===== src/include/dacib_pkg.sv =====
// constants, field layouts and types of the converter input double buffer
// assumes an ahb-lite master with 32-bit data and word transfers only
package dacib_pkg;

  localparam int VALUE_W = 10;

  // byte addresses of the register words
  localparam logic [7:0] OFS_CTRL   = 8'h00;
  localparam logic [7:0] OFS_HIGH   = 8'h04;
  localparam logic [7:0] OFS_LOW    = 8'h08;
  localparam logic [7:0] OFS_STATUS = 8'h0C;

  // reset values
  localparam logic [7:0]  CTRL_RESET   = 8'h00;
  localparam logic [7:0]  DATA_RESET   = 8'h00;
  localparam logic [9:0]  VALUE_RESET  = 10'h000;
  localparam logic [31:0] RDATA_RESET  = 32'h0000_0000;

  // writable bits of the control word: 7..4, 2, 0
  localparam logic [7:0] CTRL_WRITE_MASK = 8'hF5;

  // used bits of the data bytes per justification
  localparam logic [7:0] RIGHT_HIGH_MASK = 8'h03;
  localparam logic [7:0] RIGHT_LOW_MASK  = 8'hFF;
  localparam logic [7:0] LEFT_HIGH_MASK  = 8'hFF;
  localparam logic [7:0] LEFT_LOW_MASK   = 8'hC0;

  // status word bit positions
  localparam int STAT_PEND_BIT  = 0;
  localparam int STAT_ARMED_BIT = 1;

  // trigger source codes
  localparam logic [2:0] TRIG_CMP0     = 3'h0;
  localparam logic [2:0] TRIG_CMP1     = 3'h1;
  localparam logic [2:0] TRIG_EXTINT0  = 3'h2;
  localparam logic [2:0] TRIG_T1_OVF   = 3'h6;
  localparam logic [2:0] TRIG_T1_CAPT  = 3'h7;
  localparam int         TRIG_SOURCES  = 8;
  localparam logic [7:0] TRIG_VALID_MASK = 8'hC7;

  typedef struct packed {
    logic       auto_trigger_enable;
    logic [2:0] trigger_source_select;
    logic       rsv3;
    logic       left_justify_select;
    logic       rsv1;
    logic       converter_enable;
  } dacib_ctrl_s;

  typedef struct packed {
    logic       write;
    logic [7:0] addr;
  } dacib_dphase_s;

  typedef enum logic [1:0] {
    BUS_IDLE,
    BUS_WRITE,
    BUS_READ_WAIT,
    BUS_READ_DONE
  } dacib_bus_e;

endpackage

===== src/core/dacib_top.sv =====
// converter input double buffer with ahb-lite register slave
// assumes one ahb-lite master, word transfers, flags synchronous to clock_in
//
// Operation
// - high and low data bytes are read/write and reset to zero
// - right justified: low holds bits 7..0, high bits 1..0 hold 9..8
// - left justified: high holds bits 9..2, low bits 7..6 hold 1..0
// - the converter is driven from a hidden shadow copy only
// - a low write alone never changes the shadow; it waits for high
// - without auto trigger, writing high loads the shadow at once
// - with auto trigger, selected event loads shadow after low then high
// - eight-bit auto mode: high write alone, then update on every event
// - a justification change reaches the output at the next high write, or with auto trigger at the first event after that high write
// - trigger is a rising edge of the selected flag, enabled or not
// - source codes: 0,1 comparators, 2 ext int, 6 overflow, 7 capture
module dacib_top
  import dacib_pkg::*;
(
  // clock and reset
  input  wire logic                    clock_in,
  input  wire logic                    reset_in,
  // ahb-lite slave
  input  wire logic                    hsel_in,
  input  wire logic [31:0]             haddr_in,
  input  wire logic [1:0]              htrans_in,
  input  wire logic                    hwrite_in,
  input  wire logic [2:0]              hsize_in,
  input  wire logic [31:0]             hwdata_in,
  input  wire logic                    hready_in,
  output logic [31:0]                  hrdata_out,
  output logic                         hreadyout_out,
  output logic                         hresp_out,
  // trigger flags, indexed by source code
  input  wire logic [TRIG_SOURCES-1:0] trigger_flags_in,
  // converter side
  output logic [VALUE_W-1:0]           converter_value_out,
  output logic                         converter_enable_out,
  output logic                         shadow_update_out
);

  dacib_bus_e    bus_r;
  dacib_bus_e    bus_nxt;
  dacib_dphase_s dp_r;
  dacib_dphase_s dp_nxt;
  logic [31:0]   rdata_r;
  logic [31:0]   rdata_nxt;
  logic [31:0]   read_mux;
  logic          addr_ok;

  dacib_ctrl_s   ctrl_r;
  dacib_ctrl_s   ctrl_nxt;
  logic [7:0]    high_r;
  logic [7:0]    high_nxt;
  logic [7:0]    low_r;
  logic [7:0]    low_nxt;
  logic [9:0]    staged_r;
  logic [9:0]    staged_nxt;
  logic [9:0]    shadow_r;
  logic [9:0]    shadow_nxt;
  logic          pend_r;
  logic          pend_nxt;
  logic          armed_r;
  logic          armed_nxt;
  logic          update_r;
  logic          update_nxt;

  logic          wr_en;
  logic          ctrl_wr;
  logic          high_wr;
  logic          low_wr;
  logic [7:0]    high_mask;
  logic [7:0]    low_mask;
  logic [7:0]    wr_byte;
  logic [9:0]    assembled;
  logic          trig_evt;
  logic          load_manual;
  logic          load_auto;

  dacib_trig_edge u_trig (
    .clock_in  (clock_in),
    .reset_in  (reset_in),
    .flags_in  (trigger_flags_in),
    .select_in (ctrl_r.trigger_source_select),
    .event_out (trig_evt)
  );

  // bus phase tracking; reads take one wait state so hrdata is a flop
  assign addr_ok = hsel_in & hready_in & htrans_in[1];

  always_comb
  begin
    bus_nxt   = bus_r;
    dp_nxt    = dp_r;
    rdata_nxt = rdata_r;
    unique case (bus_r)
      BUS_READ_WAIT:
      begin
        rdata_nxt = read_mux;
        bus_nxt   = BUS_READ_DONE;
      end
      BUS_IDLE, BUS_WRITE, BUS_READ_DONE:
      begin
        if (addr_ok)
        begin
          dp_nxt.write = hwrite_in;
          dp_nxt.addr  = haddr_in[7:0];
          bus_nxt      = hwrite_in ? BUS_WRITE : BUS_READ_WAIT;
        end
        else
        begin
          bus_nxt = BUS_IDLE;
        end
      end
    endcase
  end

  always_ff @(posedge clock_in or posedge reset_in)
  begin
    if (reset_in)
    begin
      bus_r   <= BUS_IDLE;
      dp_r    <= '0;
      rdata_r <= RDATA_RESET;
    end
    else
    begin
      bus_r   <= bus_nxt;
      dp_r    <= dp_nxt;
      rdata_r <= rdata_nxt;
    end
  end

  assign hreadyout_out = (bus_r != BUS_READ_WAIT);
  assign hresp_out     = 1'b0;
  assign hrdata_out    = rdata_r;

  // write decode in the data phase
  assign wr_en   = (bus_r == BUS_WRITE);
  assign wr_byte = hwdata_in[7:0];
  assign ctrl_wr = wr_en && (dp_r.addr == OFS_CTRL);
  assign high_wr = wr_en && (dp_r.addr == OFS_HIGH);
  assign low_wr  = wr_en && (dp_r.addr == OFS_LOW);

  // used bit positions follow the current justification
  assign high_mask = ctrl_r.left_justify_select ? LEFT_HIGH_MASK
                                                : RIGHT_HIGH_MASK;
  assign low_mask  = ctrl_r.left_justify_select ? LEFT_LOW_MASK
                                                : RIGHT_LOW_MASK;

  // value built from the high byte being written and the stored low byte
  always_comb
  begin
    if (ctrl_r.left_justify_select)
      assembled = {wr_byte, low_r[7:6]};
    else
      assembled = {wr_byte[1:0], low_r};
  end

  always_comb
  begin
    read_mux = 32'h0000_0000;
    case (dp_r.addr)
      OFS_CTRL:   read_mux[7:0] = ctrl_r;
      OFS_HIGH:   read_mux[7:0] = high_r & high_mask;
      OFS_LOW:    read_mux[7:0] = low_r & low_mask;
      OFS_STATUS:
      begin
        read_mux[STAT_PEND_BIT]  = pend_r;
        read_mux[STAT_ARMED_BIT] = armed_r;
      end
      default:    read_mux = 32'h0000_0000;
    endcase
  end

  // the shadow loads on a high write without auto trigger, or on an armed trigger with it
  assign load_manual = high_wr && !ctrl_r.auto_trigger_enable;
  assign load_auto   = ctrl_r.auto_trigger_enable && trig_evt
                       && armed_r && !pend_r && !high_wr;

  always_comb
  begin
    ctrl_nxt   = ctrl_r;
    high_nxt   = high_r;
    low_nxt    = low_r;
    staged_nxt = staged_r;
    shadow_nxt = shadow_r;
    pend_nxt   = pend_r;
    armed_nxt  = armed_r;
    update_nxt = 1'b0;
    if (ctrl_wr)
      ctrl_nxt = dacib_ctrl_s'(wr_byte & CTRL_WRITE_MASK);
    if (low_wr)
    begin
      low_nxt   = wr_byte & low_mask;
      pend_nxt  = 1'b1;
      armed_nxt = 1'b0;
    end
    if (high_wr)
    begin
      high_nxt   = wr_byte & high_mask;
      staged_nxt = assembled;
      pend_nxt   = 1'b0;
      armed_nxt  = 1'b1;
    end
    if (load_manual)
    begin
      shadow_nxt = assembled;
      update_nxt = 1'b1;
    end
    else if (load_auto)
    begin
      shadow_nxt = staged_r;
      update_nxt = 1'b1;
    end
  end

  always_ff @(posedge clock_in or posedge reset_in)
  begin
    if (reset_in)
    begin
      ctrl_r   <= dacib_ctrl_s'(CTRL_RESET);
      high_r   <= DATA_RESET;
      low_r    <= DATA_RESET;
      staged_r <= VALUE_RESET;
      shadow_r <= VALUE_RESET;
      pend_r   <= 1'b0;
      armed_r  <= 1'b0;
      update_r <= 1'b0;
    end
    else
    begin
      ctrl_r   <= ctrl_nxt;
      high_r   <= high_nxt;
      low_r    <= low_nxt;
      staged_r <= staged_nxt;
      shadow_r <= shadow_nxt;
      pend_r   <= pend_nxt;
      armed_r  <= armed_nxt;
      update_r <= update_nxt;
    end
  end

  assign converter_value_out  = shadow_r;
  assign converter_enable_out = ctrl_r.converter_enable;
  assign shadow_update_out    = update_r;
endmodule


===== src/core/dacib_trig_edge.sv =====
// rising-edge detector and selector for the trigger flags
// assumes flag inputs synchronous to clock_in
module dacib_trig_edge
  import dacib_pkg::*;
(
  // clock and reset
  input  wire logic                    clock_in,
  input  wire logic                    reset_in,
  // flags and selection
  input  wire logic [TRIG_SOURCES-1:0] flags_in,
  input  wire logic [2:0]              select_in,
  // selected edge
  output logic                         event_out
);

  logic [TRIG_SOURCES-1:0] prev_r;
  logic [TRIG_SOURCES-1:0] prev_nxt;
  logic [TRIG_SOURCES-1:0] rise;

  genvar gi;
  generate
    for (gi = 0; gi < TRIG_SOURCES; gi++)
    begin : g_src
      assign prev_nxt[gi] = flags_in[gi];
      // reserved codes never fire
      assign rise[gi] = flags_in[gi] & ~prev_r[gi]
                        & TRIG_VALID_MASK[gi];
      always_ff @(posedge clock_in or posedge reset_in)
      begin
        if (reset_in)
          prev_r[gi] <= 1'b0;
        else
          prev_r[gi] <= prev_nxt[gi];
      end
    end
  endgenerate

  assign event_out = rise[select_in];
endmodule


===== config.mk =====
export PLATFORM = sky130hd
export DESIGN_NAME = dacib_top
export DESIGN_NICKNAME = d
export VERILOG_FILES = /design/src/include/dacib_pkg.sv /design/src/core/dacib_top.sv /design/src/core/dacib_trig_edge.sv
export SDC_FILE = /design/constraint.sdc
export NUM_CORES = 1
export LEC_CHECK = 0
export ABC_AREA = 0
export BUFFER_PORTS_ARGS = -buffer_cell sky130_fd_sc_hd__buf_2
export CORE_ASPECT_RATIO = 2
export CORE_UTILIZATION = 52
export CTS_CLUSTER_SIZE = 40
export DETAILED_ROUTE_END_ITERATION = 8
export GPL_ROUTABILITY_DRIVEN = 0
export PLACE_DENSITY_LB_ADDON = 0.08
export SYNTH_ARGS = -nofsm -noshare
export SYNTH_HDL_FRONTEND = slang
export SYNTH_SLANG_ARGS = --single-unit

===== constraint.sdc =====
create_clock -name clock_in -period 7.2 [get_ports clock_in]
set_clock_uncertainty 0.2 [all_clocks]
set_input_delay 2.16 -clock clock_in [delete_from_list [all_inputs] [get_ports clock_in]]
set_output_delay 2.16 -clock clock_in [all_outputs]
set_load 0.02 [all_outputs]

### Word level (Yosys, flattened, before mapping)

Index checks and enable logic that the tools add are counted.

| word-level totals | value |
|---|---|
| flip-flop bits (word level) | 68 |
| bits of input ports | 82 |

| cells by class | value |
|---|---|
| $lt $le $gt $ge | 1 |
| equal/unequal tests | 7 |
| mux-type cells | 18 |
| bitwise gates (word level) | 16 |
| reductions and logical operators | 17 |

Operators with widths:

| cell | count |
|---|---|
| 8-bit AND | 4 |
| 10-bit two-way mux | 3 |
| 6-bit case mux with 3 select lines | 1 |
| 8-bit by 4-bit == test with 1-bit output, second input constant | 2 |
| 8-bit by 3-bit == test with 1-bit output, second input constant | 1 |
| 1-bit logical AND | 8 |
| 8-bit zero test | 1 |
| 8-bit two-way mux | 1 |
| 2-bit case mux with 4 select lines | 1 |
| 1-bit AND | 7 |
| 1-bit two-way mux | 7 |
| 6-bit two-way mux | 1 |
| 1-bit NOT | 5 |
| 2-bit == test, second input constant | 2 |
| 3-bit by 4-bit less-than comparator with 1-bit output, second input constant | 1 |
| 2-bit two-way mux | 2 |
| 2-bit case mux with 2 select lines | 1 |
| 2-bit nonzero test | 2 |
| 1-bit binary-select mux with 3-bit select | 1 |
| 1-bit zero test | 3 |
| 3-bit OR reduction | 1 |
| 2-bit by 1-bit == test with 1-bit output, second input constant | 1 |
| 2-bit zero test | 1 |
| 2-bit != test, second input constant | 1 |
| 2-bit AND reduction | 1 |

### Longest topological paths before layout

| logic depth | value |
|---|---|
| depth after elaboration | 10 |
| gate-level depth with buffers | 8 |
| depth with buffers taken out | 5 |

### By module

A second synthesis with hierarchy kept.

| unflattened totals | value |
|---|---|
| cells, all modules | 296 |
| area, all modules | 3193.1 sq um |

Modules (own cells, without submodules):

| module | times used | cells an instance | area an instance (sq um) | sequential area each (sq um) |
|---|---|---|---|---|
| dacib_top | 1 | 279 | 2977.9 | 1576.5 |
| dacib_trig_edge | 1 | 17 | 215.2 | 125.1 |

### Least setup slack after synthesis

OpenSTA, ideal clock, no wires.

| timing path | value |
|---|---|
| path type | input-to-reg |
| start point | input trigger_flags_in[6] |
| end point | register shadow_r[2] (netlist: converter_value_out[2]) |
| data arrival time | 3.425 ns |
| data required time | 6.913 ns |
| setup slack | 3.487 ns |
| stages on the path | 6 |
| path through | or3b_2 a21oi_1 a31o_2 clkbuf_1 a31oi_1 a22oi_1 |

| on the way | value |
|---|---|
| cells in the longest elaborated chain, start to end | 8 |

RTL lines:

| element | RTL line | text |
|---|---|---|
| from (decl) | dacib_top.sv:34 | `input wire logic [TRIG_SOURCES-1:0] trigger_flags_in,` |
| 1-bit AND | dacib_trig_edge.sv:26 | `assign rise[gi] = flags_in[gi] & ~prev_r[gi]` |
| 1-bit binary-select mux with 3-bit select | dacib_trig_edge.sv:38 | `assign event_out = rise[select_in];` |
| 1-bit two-way mux (not written as such) | dacib_trig_edge.sv:38 |  |
| 1-bit logical AND | dacib_top.sv:177 | `assign load_auto = ctrl_r.auto_trigger_enable && trig_evt` |
| 1-bit logical AND (3 in a row) | dacib_top.sv:178 | `&& armed_r && !pend_r && !high_wr;` |
| 2-bit nonzero test (no line) | - |  |
| to (signal assigned) | dacib_top.sv:236 | `shadow_r <= shadow_nxt;` |
| to (decl) | dacib_top.sv:58 | `logic [9:0] shadow_r;` |

Every way passes these cells. The select of a mux whose other input is x is not followed.
A chain may end at the register's enable or synchronous reset.

### Worst setup path in the final report

| timing path | value |
|---|---|
| start point | register bus_r[0] |
| end point | output hreadyout_out |

| on the way | value |
|---|---|
| cells in the longest elaborated chain, start to end | 1 |

RTL lines:

| element | RTL line | text |
|---|---|---|
| from (decl) | dacib_top.sv:41 | `dacib_bus_e bus_r;` |
| from (signal assigned) | dacib_top.sv:127 | `bus_r <= bus_nxt;` |
| 2-bit != test | dacib_top.sv:133 | `assign hreadyout_out = (bus_r != BUS_READ_WAIT);` |
| to (decl) | dacib_top.sv:31 | `output logic hreadyout_out,` |

Every way passes these cells.

==> summary.md <==
| Metric | Value |
|---|---|
| Crit share post-route | 0.5143 |
| First-pass GRT wire length | 10900 µm |
| Initial antenna violation count | 0 |
| Setup slack at placement | 3398 ps |
| Starting Density | 0.5375 |
| Synth area leader | dfrtp_1 |
| RSZ-0062 raised after global routing | false |
| Cell count after synthesis | 318 |
| Syn Area/Cell | 10.15 µm² |
| Mapped cell area | 3228 µm² |
| Distinct cell type count after synthesis | 41 |
| Final WS setup | 3497 ps |
| Critical path depth in cells | 2 |
| R2r endpoint | low_r[7] |
| Final hold violations | 0 |
| Iteration-0 DRC Markers | 77 |
| CP max stage cell | nand2b_1 |
| Final Util | 0.6150 |
| Yosys top cell area share | 0.5271 |
| Routed vias | 2354 |
| Core Rows | 40 |
| Root Driver | clkbuf_16 |
| TritonCTS buffer count | 9 |
| Commonest non-fill, non-tap cell in the layout | dfrtp_1 |
| Worst-skew pair later-pin latency | 330 ps |
| Pwr dens | 372.9 nW/µm² |
| Synth Warn # | 0 |
| DRT Pass-1 Iters | 8 |
| WP data arrival | 1340 ps |
| Max incr delay on CP | 430 ps |
| Final setup viols | 0 |
| TritonCTS clock tree | built |
| Delay-heaviest family, CP | simple AND/OR/NAND/NOR gates |
| Failing checks | DRC |
| Area Growth Syn to Fin | 14.42% |
| Cts hold-fix bufs | 0 |
| Critical path endpoint | hreadyout_out |
| PortBufs | 47 |
| R2R setup slack | 4500 ps |
| Main synth FF type | dfrtp_1 |
| Worst relative slew slack | 0.4317 |
| CP Cell Sequence | nand2b_1 > buf_2 |
| DRC | 6 |
| Measured slew at the worst slew-check pin | 852.5 ps |
| Hold Crit Start | high_r[3] |
| Async set or reset register ratio after synthesis | 1.000 |
| Postcts setup bufs | 0 |
| Vias in the first global route | 2265 |
| Share of cells above drive strength 1 | 0.2486 |
| TNS Setup | 0 ps |
| Ports | 128 |
| Post-cts sizing count | 0 |
| Number of synthesized register bits | 68 |
| Die Y | 113.4 µm |
| Hold Path Class | flip-flop to flip-flop |
| R2R Path Start | dp_r[0] |
| Leak | 1.753 nW |
| Vias per inst | 5.487 |
| Reg clk slew, reported paths | 50 ps |
| Core Region | 6006 µm² |
| CP Launch Point | bus_r[0] |
| R2R depth | 4 |
| Max FO, Critical Path | 15 |
| H-tree lvl count | 3 |
| Crit path kind | flip-flop to primary output |
| Clk buf depth | 2 |
| Ant diodes | 0 |
| Total GRT Usage | 0.2260 |
| Largest cells by area after synthesis | dfrtp_1 53%, buf_4 5.8%, o21ai_0 5.0% |
| Status | finished with violations |
| Kind of start point of the critical path | flip-flop |
| Period minus WS final | 3703 ps |
| CP endpoint kind | primary output |
| Req. time, crit path | 4840 ps |
| Post-synth EDFFs | 0 |
| Most frequent cells in the layout | 68 x dfrtp_1, 47 x buf_2, 41 x nand2_1 |
| Largest net degree at the start of global routing | 69 |
| Buffers and inverters on the worst path | 1 |
| Max-slew violations | 0 |
| GRT overflow | 0 |
| WL/cell | 15.45 µm |
| Final HPWL DP | 4642 µm |
| Antenna viol nets, final | 0 |
| Horiz. Die Dim | 57.72 µm |
| Nets | 443 |
| Register area share after synthesis | 0.5271 |
| Max rail drop VDD | 0.1988 mV |
| Clock sink count | 68 |
| Max_cap viols | 0 |
| Detailed Route WL | 6630 µm |
| Fmax | 270.0 MHz |
| Die area | 6546 µm² |
==> metal layers <==
| metal | wire (µm) | share of wire | up-vias | track usage |
|---|---|---|---|---|
| met5 | 0 | 0 | - | 0 |
| met4 | 193 | 0.029 | 0 | 0.1238 |
| met3 | 259 | 0.039 | 13 | 0.07029 |
| met2 | 3479 | 0.52 | 72 | 0.3721 |
| met1 | 2698 | 0.41 | 1120 | 0.2565 |
| li1 | - | - | 1149 | - |
==> through the flow <==
stage	power, W	cells	instance area (µm²)	hold slack, ps
final	0.001377	429	3694	269.6
after global routing	0.001461	429	3694	303.8
after CTS	0.001391	429	3694	276.9
after detailed placement	0.0009532	413	3392	265.3
after global placement	0.0009421	413	3392	249.6
after floorplan	0.0008496	342	3318	233.1
==> worst min-delay path by stage <==
stage	depth (start not counted)	to
2_1_floorplan	2	high_r[0]
4_1_cts	2	high_r[1]
3_3_place_gp	2	high_r[0]
6_report	2	high_r[3]
5_1_grt	2	high_r[4]
3_5_place_dp	2	high_r[3]
==> flip-flops by register name (all words and copies together) (netlist names) <==
name / cells
armed_r: 1
bus_r: 2
converter_enable_out: 1
converter_value_out: 10
ctrl_r: 5
dp_r: 8
high_r: 8
hrdata_out: 8
low_r: 8
pend_r: 1
shadow_update_out: 1
staged_r: 10
u_trig.prev_r: 5
==> worst reg2reg max path, cell delays in order (launching register included) <==
cell and delay [ps]:
dfrtp_1 370, or4_4 550, or2_4 280, or4_1 780, mux2_4 400
==> logic make-up (layout without fill, tap and decap cells) <==
group,count (synthesis),count (layout),synth area share
other cells,1,25,0.001162
mux,24,24,0.08256
compound gates,86,86,0.1543
simple gates,88,88,0.1384
buf+inv,51,75,0.09651
flops,68,68,0.5271
==> synth_stat cells, types with 4 or more instances <==
cell type and instances:
dfrtp_1 68, nand2_1 41, o21ai_0 32, buf_4 25, a21oi_1 20, a31oi_1 14, nor2_1 14, mux2_2 13
clkbuf_1 11, nand2b_1 11, a22oi_1 9, mux2i_1 9, inv_1 8, nand3_1 4
==> layout make-up <==
class / count / area, µm²
fillers: 523 / 2312
flip-flops and latches: 68 / 1702
multi-input cells: 223 / 1316
clock buffers: 16 / 301.5
repair buffers: 51 / 265.3
well taps: 63 / 78.83
inverters: 8 / 30.03
==> power breakdown <==
part / internal [W] / switching, W
Sequential: 0.000492 / 0.0000854
Combinational: 0.000144 / 0.000226
Clock: 0.000280 / 0.000149
Total: 0.000916 / 0.000461
Power figures use the tool's default switching activity.
